--- config.mk ---
export PLATFORM = sky130hd
export DESIGN_NAME = wsw_watchdog
export DESIGN_NICKNAME = d
export VERILOG_FILES = /design/src/wsw_pkg.sv /design/src/wsw_question_lfsr.sv /design/src/wsw_window_timer.sv /design/src/wsw_watchdog.sv
export SDC_FILE = /design/constraint.sdc
export NUM_CORES = 1
export LEC_CHECK = 0
export CAP_MARGIN = 20
export CELL_PAD_IN_SITES_DETAIL_PLACEMENT = 0
export CELL_PAD_IN_SITES_GLOBAL_PLACEMENT = 1
export CORE_MARGIN = 5
export CORE_UTILIZATION = 40
export CTS_BUF_LIST = sky130_fd_sc_hd__clkbuf_8 sky130_fd_sc_hd__clkbuf_16
export CTS_CLUSTER_DIAMETER = 30
export DETAILED_ROUTE_END_ITERATION = 16
export DONT_BUFFER_PORTS = 1
export HOLD_SLACK_MARGIN = 0.02
export MAX_ROUTING_LAYER = met4
export PLACE_DENSITY = 0.8
export SYNTH_ARGS = -nofsm -noshare
export SYNTH_HDL_FRONTEND = slang
export SYNTH_SLANG_ARGS = --single-unit
--- constraint.sdc ---
create_clock -name clk -period 3.6 [get_ports clk]
set_clock_uncertainty 0.1 [all_clocks]
set_input_delay 0.36 -clock clk [delete_from_list [all_inputs] [get_ports clk]]
set_output_delay 0.36 -clock clk [all_outputs]
set_load 0.01 [all_outputs]
--- src/wsw_pkg.sv ---
// Shared constants, register map and helper functions of the windowed safety watchdog.
package wsw_pkg;

  // Clock and time base.
  localparam int CLK_HZ         = 50_000_000;
  localparam int MS_PER_S       = 1000;
  localparam int MS_CYCLES      = CLK_HZ / MS_PER_S;
  localparam int INIT_WINDOW_MS = 1024;

  // Register offsets on the register port.
  localparam int          ADDR_W       = 4;
  localparam logic [3:0]  SEED_OFS     = 4'h0;
  localparam logic [3:0]  ANSWER_OFS   = 4'h1;
  localparam logic [3:0]  CONFIG_OFS   = 4'h2;
  localparam logic [3:0]  STATUS_OFS   = 4'h3;
  localparam logic [3:0]  DIAG_OFS     = 4'h4;
  localparam logic [3:0]  QUESTION_OFS = 4'h5;

  // Field positions.
  localparam int CFG_WIN_LSB   = 0;
  localparam int CFG_ERR_LSB   = 4;
  localparam int CFG_RFR_LSB   = 6;
  localparam int CFG_REACT_LSB = 8;
  localparam int STAT_VALUE    = 0;
  localparam int STAT_TIMING   = 1;
  localparam int STAT_HOSTREQ  = 2;
  localparam int DIAG_ERR_LSB  = 0;
  localparam int DIAG_RFR_LSB  = 4;

  // Values after reset.
  localparam logic [3:0]  WIN_RST      = 4'h3;
  localparam logic [1:0]  ERR_CEIL_RST = 2'h1;
  localparam logic [1:0]  RFR_CEIL_RST = 2'h0;
  localparam logic [15:0] DEFAULT_SEED = 16'h5ab2;

  // Seed values that are refused: zero always, all-ones in the simple scheme only.
  localparam logic [15:0] SEED_ZERO = 16'h0000;
  localparam logic [15:0] SEED_ONES = 16'hffff;

  // Question generator and answer transform.
  localparam logic [15:0] LFSR_TAPS   = 16'hb400;
  localparam logic [15:0] ANSWER_MASK = 16'hffff;

  // Failure reaction codes.
  localparam logic [1:0] REACT_STARTUP = 2'h1;
  localparam logic [1:0] REACT_DEEP    = 2'h2;

  // Window length in ms for each window code; zero means no supervision.
  function automatic logic [10:0] window_ms(input logic [3:0] code);
    case (code)
      4'h0:    window_ms = 11'd0;
      4'h1:    window_ms = 11'd1;
      4'h2:    window_ms = 11'd2;
      4'h3:    window_ms = 11'd3;
      4'h4:    window_ms = 11'd4;
      4'h5:    window_ms = 11'd6;
      4'h6:    window_ms = 11'd8;
      4'h7:    window_ms = 11'd12;
      4'h8:    window_ms = 11'd16;
      4'h9:    window_ms = 11'd24;
      4'ha:    window_ms = 11'd32;
      4'hb:    window_ms = 11'd64;
      4'hc:    window_ms = 11'd128;
      4'hd:    window_ms = 11'd256;
      4'he:    window_ms = 11'd512;
      default: window_ms = 11'd1024;
    endcase
  endfunction : window_ms

  function automatic logic [4:0] err_ceiling(input logic [1:0] code);
    case (code)
      2'h0:    err_ceiling = 5'd8;
      2'h1:    err_ceiling = 5'd6;
      2'h2:    err_ceiling = 5'd4;
      default: err_ceiling = 5'd2;
    endcase
  endfunction : err_ceiling

  function automatic logic [2:0] rfr_ceiling(input logic [1:0] code);
    case (code)
      2'h0:    rfr_ceiling = 3'd6;
      2'h1:    rfr_ceiling = 3'd4;
      2'h2:    rfr_ceiling = 3'd2;
      default: rfr_ceiling = 3'd1;
    endcase
  endfunction : rfr_ceiling

  // Answer expected for a question in the challenger scheme; mask is a parameter of the model.
  function automatic logic [15:0] expected_answer(input logic [15:0] question, input logic [15:0] mask);
    expected_answer = {question[7:0], question[15:8]} ^ mask;
  endfunction : expected_answer

endpackage : wsw_pkg

--- src/wsw_question_lfsr.sv ---
// Sixteen-bit Galois shift register that produces the question word.
`timescale 1ns/10ps
module wsw_question_lfsr #(
  parameter logic [15:0] TAPS = wsw_pkg::LFSR_TAPS,
  parameter logic [15:0] INIT = wsw_pkg::DEFAULT_SEED
) (
  // Clock and reset.
  input  logic        clk,
  input  logic        sys_rst,
  // Control.
  input  logic        load,
  input  logic [15:0] loadValue,
  input  logic        step,
  // State.
  output logic [15:0] question
);

  logic [15:0] state_q;
  logic [15:0] stepped;

  assign stepped  = state_q[0] ? ((state_q >> 1) ^ TAPS) : (state_q >> 1);
  assign question = state_q;

  always_ff @(posedge clk or posedge sys_rst)
  begin
    if (sys_rst)
      state_q <= INIT;
    else if (load)
      state_q <= loadValue;
    else if (step)
      state_q <= stepped;
  end

endmodule : wsw_question_lfsr

--- src/wsw_window_timer.sv ---
// Window timer: closed half, then open half, or an initial window open throughout, counted in half-millisecond ticks.
`timescale 1ns/10ps
module wsw_window_timer #(
  parameter int HALF_MS_CYCLES = wsw_pkg::MS_CYCLES / 2
) (
  // Clock and reset.
  input  logic        clk,
  input  logic        sys_rst,
  // Control.
  input  logic        restart,
  input  logic        initial_,
  input  logic [10:0] lenMs,
  // Status.
  output logic        isOpen,
  output logic        timeout
);

  typedef enum logic [1:0] {PH_IDLE, PH_CLOSED, PH_OPEN} wsw_phase_t;

  wsw_phase_t  phase_q;
  logic [31:0] presc_q;
  logic [11:0] halfCnt_q;
  logic [11:0] closedHalves_q;
  logic [11:0] totalHalves_q;
  logic        tick;
  logic [11:0] halfNext;
  logic [11:0] initHalves;

  assign tick       = (presc_q == 32'(HALF_MS_CYCLES - 1));
  assign halfNext   = halfCnt_q + 12'd1;
  assign initHalves = 12'(2 * wsw_pkg::INIT_WINDOW_MS);
  assign isOpen     = (phase_q != PH_CLOSED);
  assign timeout    = (phase_q == PH_OPEN) && tick && (halfNext == totalHalves_q);

  always_ff @(posedge clk or posedge sys_rst)
  begin
    if (sys_rst)
    begin
      phase_q        <= PH_IDLE;
      presc_q        <= 32'd0;
      halfCnt_q      <= 12'd0;
      closedHalves_q <= 12'd0;
      totalHalves_q  <= 12'd0;
    end
    else if (restart)
    begin
      presc_q   <= 32'd0;
      halfCnt_q <= 12'd0;
      if (initial_)
      begin
        closedHalves_q <= 12'd0;
        totalHalves_q  <= initHalves;
        phase_q        <= PH_OPEN;
      end
      else
      begin
        closedHalves_q <= {1'b0, lenMs};
        totalHalves_q  <= {lenMs, 1'b0};
        phase_q        <= (lenMs == 11'd0) ? PH_IDLE : PH_CLOSED;
      end
    end
    else
    begin
      case (phase_q)
        PH_IDLE:
          presc_q <= 32'd0;
        PH_CLOSED, PH_OPEN:
        begin
          presc_q <= tick ? 32'd0 : presc_q + 32'd1;
          if (tick)
          begin
            halfCnt_q <= halfNext;
            if (halfNext == closedHalves_q)
              phase_q <= PH_OPEN;
          end
        end
        default:
          phase_q <= PH_IDLE;
      endcase
    end
  end

endmodule : wsw_window_timer

--- src/wsw_watchdog.sv ---
// Windowed safety watchdog with simple and challenger answer schemes.
`timescale 1ns/10ps
module wsw_watchdog #(
  parameter int          MS_CYCLES   = wsw_pkg::MS_CYCLES,
  parameter logic [15:0] ANSWER_MASK = wsw_pkg::ANSWER_MASK
) (
  // Clock and reset.
  input  logic        clk,
  input  logic        sys_rst,
  // Register port.
  input  logic [3:0]  regAddr,
  input  logic [15:0] regWrData,
  input  logic        regWrStb,
  input  logic        regRdStb,
  output logic [15:0] regRdData,
  // Fuses and system state.
  input  logic        challengerScheme,
  input  logic [1:0]  fusedFailureReaction,
  input  logic        startupCheck,
  // Watchdog results.
  output logic        windowOpen,
  output logic        failEvent,
  output logic        enterStartupCheck,
  output logic        enterDeepFailSafe,
  output logic        faultTallyDecrement
);

  // Register state.
  logic [3:0]  winCode_q;
  logic [1:0]  errCeilCode_q;
  logic [1:0]  rfrCeilCode_q;
  logic [1:0]  reaction_q;
  logic [2:0]  status_q;
  logic [3:0]  errTally_q;
  logic [2:0]  rfrTally_q;
  logic [15:0] rdData_q;
  logic        startPending_q;
  logic        windowOpen_q;
  logic        failEvent_q;
  logic        enterStartup_q;
  logic        enterDeep_q;
  logic        faultDec_q;

  // Decode and datapath.
  logic        wrSeed;
  logic        wrAnswer;
  logic        wrConfig;
  logic        wrStatus;
  logic        seedBad;
  logic        seedLate;
  logic        seedOk;
  logic        seedRefused;
  logic [15:0] question;
  logic [15:0] expected;
  logic        isOpen;
  logic        timeout;
  logic        good;
  logic        badValue;
  logic        badTiming;
  logic        bad;
  logic        restart;
  logic [4:0]  errCeil;
  logic [2:0]  rfrCeil;
  logic [4:0]  errStep;
  logic        errHit;
  logic        rfrHit;
  logic [3:0]  errTally_d;
  logic [2:0]  rfrTally_d;
  logic [2:0]  status_d;
  logic [15:0] configWord;
  logic [15:0] rdMux;

  assign wrSeed   = regWrStb && (regAddr == wsw_pkg::SEED_OFS);
  assign wrAnswer = regWrStb && (regAddr == wsw_pkg::ANSWER_OFS);
  assign wrConfig = regWrStb && (regAddr == wsw_pkg::CONFIG_OFS);
  assign wrStatus = regWrStb && (regAddr == wsw_pkg::STATUS_OFS);

  // Seed writes: zero is always refused, all-ones too in the simple scheme.
  assign seedBad     = (regWrData == wsw_pkg::SEED_ZERO)
                    || (!challengerScheme && (regWrData == wsw_pkg::SEED_ONES));
  assign seedLate    = challengerScheme && !startupCheck;
  assign seedOk      = wrSeed && !seedBad && !seedLate;
  assign seedRefused = wrSeed && !seedOk;

  // The same register holds the simple seed and the challenger question.
  wsw_question_lfsr #(
    .TAPS (wsw_pkg::LFSR_TAPS),
    .INIT (wsw_pkg::DEFAULT_SEED)
  ) u_lfsr (
    .clk       (clk),
    .sys_rst   (sys_rst),
    .load      (seedOk),
    .loadValue (regWrData),
    .step      (good && challengerScheme),
    .question  (question)
  );

  // A pending start restarts with the long first window; a refresh or timeout with the chosen one.
  assign restart = startPending_q || wrAnswer || timeout;

  wsw_window_timer #(
    .HALF_MS_CYCLES (MS_CYCLES / 2)
  ) u_timer (
    .clk      (clk),
    .sys_rst  (sys_rst),
    .restart  (restart),
    .initial_ (startPending_q),
    .lenMs    (wsw_pkg::window_ms(winCode_q)),
    .isOpen   (isOpen),
    .timeout  (timeout)
  );

  // Refresh judgement; a refresh in the last open cycle beats the timeout.
  assign expected  = challengerScheme ? wsw_pkg::expected_answer(question, ANSWER_MASK)
                                      : question;
  assign good      = wrAnswer && isOpen && (regWrData == expected);
  assign badValue  = wrAnswer && isOpen && (regWrData != expected);
  assign badTiming = (wrAnswer && !isOpen) || (timeout && !wrAnswer);
  assign bad       = badValue || badTiming;

  // Error tally steps up by two and down by one.
  assign errCeil    = wsw_pkg::err_ceiling(errCeilCode_q);
  assign errStep    = bad  ? {1'b0, errTally_q} + 5'd2
                    : good ? ((errTally_q == 4'd0) ? 5'd0 : {1'b0, errTally_q} - 5'd1)
                    : {1'b0, errTally_q};
  assign errHit     = (good || bad) && (errStep >= errCeil);
  assign errTally_d = errHit ? 4'd0 : errStep[3:0];

  // Good-refresh tally.
  assign rfrCeil    = wsw_pkg::rfr_ceiling(rfrCeilCode_q);
  assign rfrHit     = good && (rfrTally_q >= rfrCeil);
  assign rfrTally_d = bad    ? 3'd0
                    : rfrHit ? 3'd0
                    : good   ? rfrTally_q + 3'd1
                    : rfrTally_q;

  // Sticky flags: write one clears, a new event in the same cycle wins.
  assign status_d = (status_q & ~(wrStatus ? regWrData[2:0] : 3'd0))
                  | {seedRefused, badTiming, badValue};

  assign configWord = {6'd0, reaction_q, rfrCeilCode_q, errCeilCode_q, winCode_q};

  assign rdMux = (regAddr == wsw_pkg::SEED_OFS)     ? question
               : (regAddr == wsw_pkg::QUESTION_OFS) ? question
               : (regAddr == wsw_pkg::CONFIG_OFS)   ? configWord
               : (regAddr == wsw_pkg::STATUS_OFS)   ? {13'd0, status_q}
               : (regAddr == wsw_pkg::DIAG_OFS)     ? {9'd0, rfrTally_q, errTally_q}
               : 16'h0000;

  always_ff @(posedge clk or posedge sys_rst)
  begin
    if (sys_rst)
    begin
      winCode_q     <= wsw_pkg::WIN_RST;
      errCeilCode_q <= wsw_pkg::ERR_CEIL_RST;
      rfrCeilCode_q <= wsw_pkg::RFR_CEIL_RST;
      reaction_q    <= 2'h0;
    end
    else if (startPending_q)
      reaction_q    <= fusedFailureReaction;
    else if (wrConfig)
    begin
      winCode_q     <= regWrData[wsw_pkg::CFG_WIN_LSB +: 4];
      errCeilCode_q <= regWrData[wsw_pkg::CFG_ERR_LSB +: 2];
      rfrCeilCode_q <= regWrData[wsw_pkg::CFG_RFR_LSB +: 2];
      reaction_q    <= regWrData[wsw_pkg::CFG_REACT_LSB +: 2];
    end
  end

  always_ff @(posedge clk or posedge sys_rst)
  begin
    if (sys_rst)
    begin
      startPending_q <= 1'b1;
      status_q       <= 3'd0;
      errTally_q     <= 4'd0;
      rfrTally_q     <= 3'd0;
    end
    else
    begin
      startPending_q <= 1'b0;
      status_q       <= status_d;
      errTally_q     <= errTally_d;
      rfrTally_q     <= rfrTally_d;
    end
  end

  always_ff @(posedge clk or posedge sys_rst)
  begin
    if (sys_rst)
    begin
      rdData_q       <= 16'h0000;
      windowOpen_q   <= 1'b0;
      failEvent_q    <= 1'b0;
      enterStartup_q <= 1'b0;
      enterDeep_q    <= 1'b0;
      faultDec_q     <= 1'b0;
    end
    else
    begin
      rdData_q       <= regRdStb ? rdMux : 16'h0000;
      windowOpen_q   <= isOpen;
      failEvent_q    <= errHit;
      enterStartup_q <= errHit && (reaction_q == wsw_pkg::REACT_STARTUP);
      enterDeep_q    <= errHit && (reaction_q == wsw_pkg::REACT_DEEP);
      faultDec_q     <= rfrHit;
    end
  end

  assign regRdData           = rdData_q;
  assign windowOpen          = windowOpen_q;
  assign failEvent           = failEvent_q;
  assign enterStartupCheck   = enterStartup_q;
  assign enterDeepFailSafe   = enterDeep_q;
  assign faultTallyDecrement = faultDec_q;
endmodule : wsw_watchdog

==> flow_summary.ini <==
[status]
status = complete, no violations

[clock_tree]
clk_transition_reported_paths_ns = 0.06
cts_buffers = 17
cts_root_buf = clkbuf_16
htreeDepth = 4
cts_sinks = 116
cts_buffer_depth = 2
cts_tree = done
insertion_delay_ns = 0.42

[die]
chipWidth_um = 146
dieArea_mm2 = 0.0213
coreArea_mm2 = 0.0181
start_util_pct = 40.9
boundaryPins = 49
placementRows = 49
die_y_um = 146

[timing]
max_slew_margin_pct = 25.4
finalCriticalPeriod_ns = 3.54
post-route-period-util_pct = 98.3
rsz0062_at_grt = yes
worst_pin_slew_ns = 1.11
slew_viol_final = 0
setup_tns_ns = 0
fmax_mhz = 283
hold-worst-slack_ns = 0.0348
finalHoldViolCount = 0
finalSetupViolCount = 0

[power]
power_density_mw_per_mm2 = 465
leakage_uw = 0.00385
peakVddDrop_mv = 0.364

[synth]
ys_seq_area_share_pct = 39.5
yosysMostFrequentCell = nor2_1
ys_seq_elements = 116
synth-edff-count = 0
ys.flop_type = dfrtp_1
synth_cell_types = 73
yosysTopAreaCellShare_pct = 35.2
ys_warn_count = 0
async_flop_share_pct = 100
netlist_instances = 858
syn_area_mm2 = 0.00739
synth.net_count = 904
syn_avg_cell_area_um2 = 8.62
synthTopCellsByArea = dfrtp_1 35%, nor2_1 5.8%, dfstp_2 4.3%
yosysTopAreaCell = dfrtp_1
synthTopCellsByCount = 114 x nor2_1, 104 x dfrtp_1, 75 x nand2_1, 42 x o21ai_0

[final_layout]
fin_util_pct = 49.8
nets = 965
n_fill_cell = 1682
regArea_mm2 = 0.00292
drive_gt1_share_pct = 18.6
diodes = 0
multi_input_area_mm2 = 0.00434
area_growth_pct = 21.7

[setup_path]
cp_cell_sequence = nand2b_4 > and3_1 > or4_4 > nor4_4 > and3_4 > mux2i_2 > o2bb2ai_2 > or2_4 > ha_4 > a2111oi_4 > a21oi_4 > nor4bb_1
slowest_stage = or4_4
crit_buf_inv = 0
cp_slowest_stage_delay_ns = 0.52
critPathKind = register to register
path_max_fanout = 6
required_ns = 3.82
critPathArrivalTime_ns = 3.76
critPathTopFamily = simple AND/OR/NAND/NOR gates
setup.worst_path.start_class = register
setup.worst_path.end_class = register

[routing]
wire_per_inst_um = 18.1
via_per_inst = 5.73
ant_nets = 0
drt_wl_total_mm = 21.1
dr_total_vias = 6656
drc = 0
drt_iter0_drc = 478
drt_pre_antenna_iters = 5

[grt]
grt_pass1_vias = 6482
antenna_found_initial = 0
grt_overflow = 0
grt_usage_pct = 20.3
grt_pass1_wl_mm = 34.3
grt_start_max_net_pins = 62

[placed_design]
port_buffers = 0
gp_congestion = 0.875
post-dp-hpwl_mm = 14.3

[hold_path]
hold_path.class = input port to register

[job]
cap_viol_max_count = 0
==> stage by stage <==
step                      worst slack [ns]  cells  total power, µW  cell area [µm²]
after detailed placement           -0.0988   1103             2400             8020
after floorplan                    0.00479    858             2180             7440
final                               0.0628   1161             4190             9000
after global routing               -0.0988   1161             4410             9000
after CTS                           0.0207   1156             4180             8850
after global placement              0.0128   1103             2390             8020
==> where the power goes <==
group	leakage, µW	switching, µW	internal (µW)
clock network	0.000295	655	1060
logic	0.00205	469	374
registers	0.00151	186	1440
==> cell usage in the layout (no fill, tap or decap), drive strengths merged, types with 15 or more instances in the layout <==
master,instances
nor3,19
clkbuf,19
nor2,115
nor2b,22
and2,15
buf,71
o21ai,43
nor4,19
xnor2,24
nand2,75
a21oi,42
inv,29
dlygate4sd3,20
or3,20
and3,16
ha,18
dfrtp,104
nand3,41
nand4,23
==> cells by family after synthesis <==
group / after synthesis / synth area share, %
flip-flops: 116 / 39.5
AND/OR/NAND/NOR: 410 / 29.1
AO/OA/AOI/OAI: 182 / 16.5
other: 1 / 0.0507
buffers and inverters: 74 / 4.20
XOR/XNOR: 37 / 4.76
multiplexers: 20 / 2.91
adder cells (fa/ha/maj): 18 / 3.05
==> path summary, 6_finish.rpt <==
check,from,endpoint,slack (ns),depth (start not counted)
setup reg to reg,u_lfsr.question[0]$_DFFE_PP0P_,errTally_q[3]$_DFF_PP0_,0.06,12
hold / removal,regWrData[4],u_lfsr.question[4]$_DFFE_PP1P_,0.03,2
setup / recovery,u_lfsr.question[0]$_DFFE_PP0P_,errTally_q[3]$_DFF_PP0_,0.06,12
max in group asynchronous,sys_rst,winCode_q[1]$_DFFE_PP1P_,2.16,3
hold reg to reg,u_timer.presc_q[31]$_DFFE_PP0P_,u_timer.presc_q[31]$_DFFE_PP0P_,0.40,1
min in group asynchronous,sys_rst,rfrCeilCode_q[0]$_DFFE_PP0P_,0.44,2
==> area by class of cell <==
| class | count | share of cell area (%) |
|---|---|---|
| clock buffer | 19 | 5.03 |
| clock inverter | 13 | 1.64 |
| inverter | 25 | 1.07 |
| multi-input combinational | 668 | 48.3 |
| sequential | 116 | 32.5 |
| tap | 229 | 3.18 |
| timing repair buffer | 91 | 8.33 |
==> registers in the layout, indices dropped and copies added, names as in the netlist, 2 cells and up <==
register,cells
winCode_q,4
errCeilCode_q,2
u_timer.phase_q,2
u_timer.halfCnt_q,12
regRdData,16
errTally_q,4
status_q,3
u_lfsr.question,16
rfrTally_q,3
reaction_q,2
u_timer.closedHalves_q,11
u_timer.presc_q,32
rfrCeilCode_q,2
==> timing repair <==
item,CTS,global route
pin swaps,4,14
setup buffers,1,5
setup endpoints to repair,5,6
resized for setup,4,26
endpoints found under the hold margin,83,0
hold buffers,20,0
==> per-layer routing <==
metal  wire, µm  GRT usage, %  vias up
li1           -             -     3227
met1       9380          25.7     3208
met2      10000          32.2      190
met3       1210          5.14       31
met4        446          6.27        0
met5          0             -        -
Power figures use the tool's default switching activity.
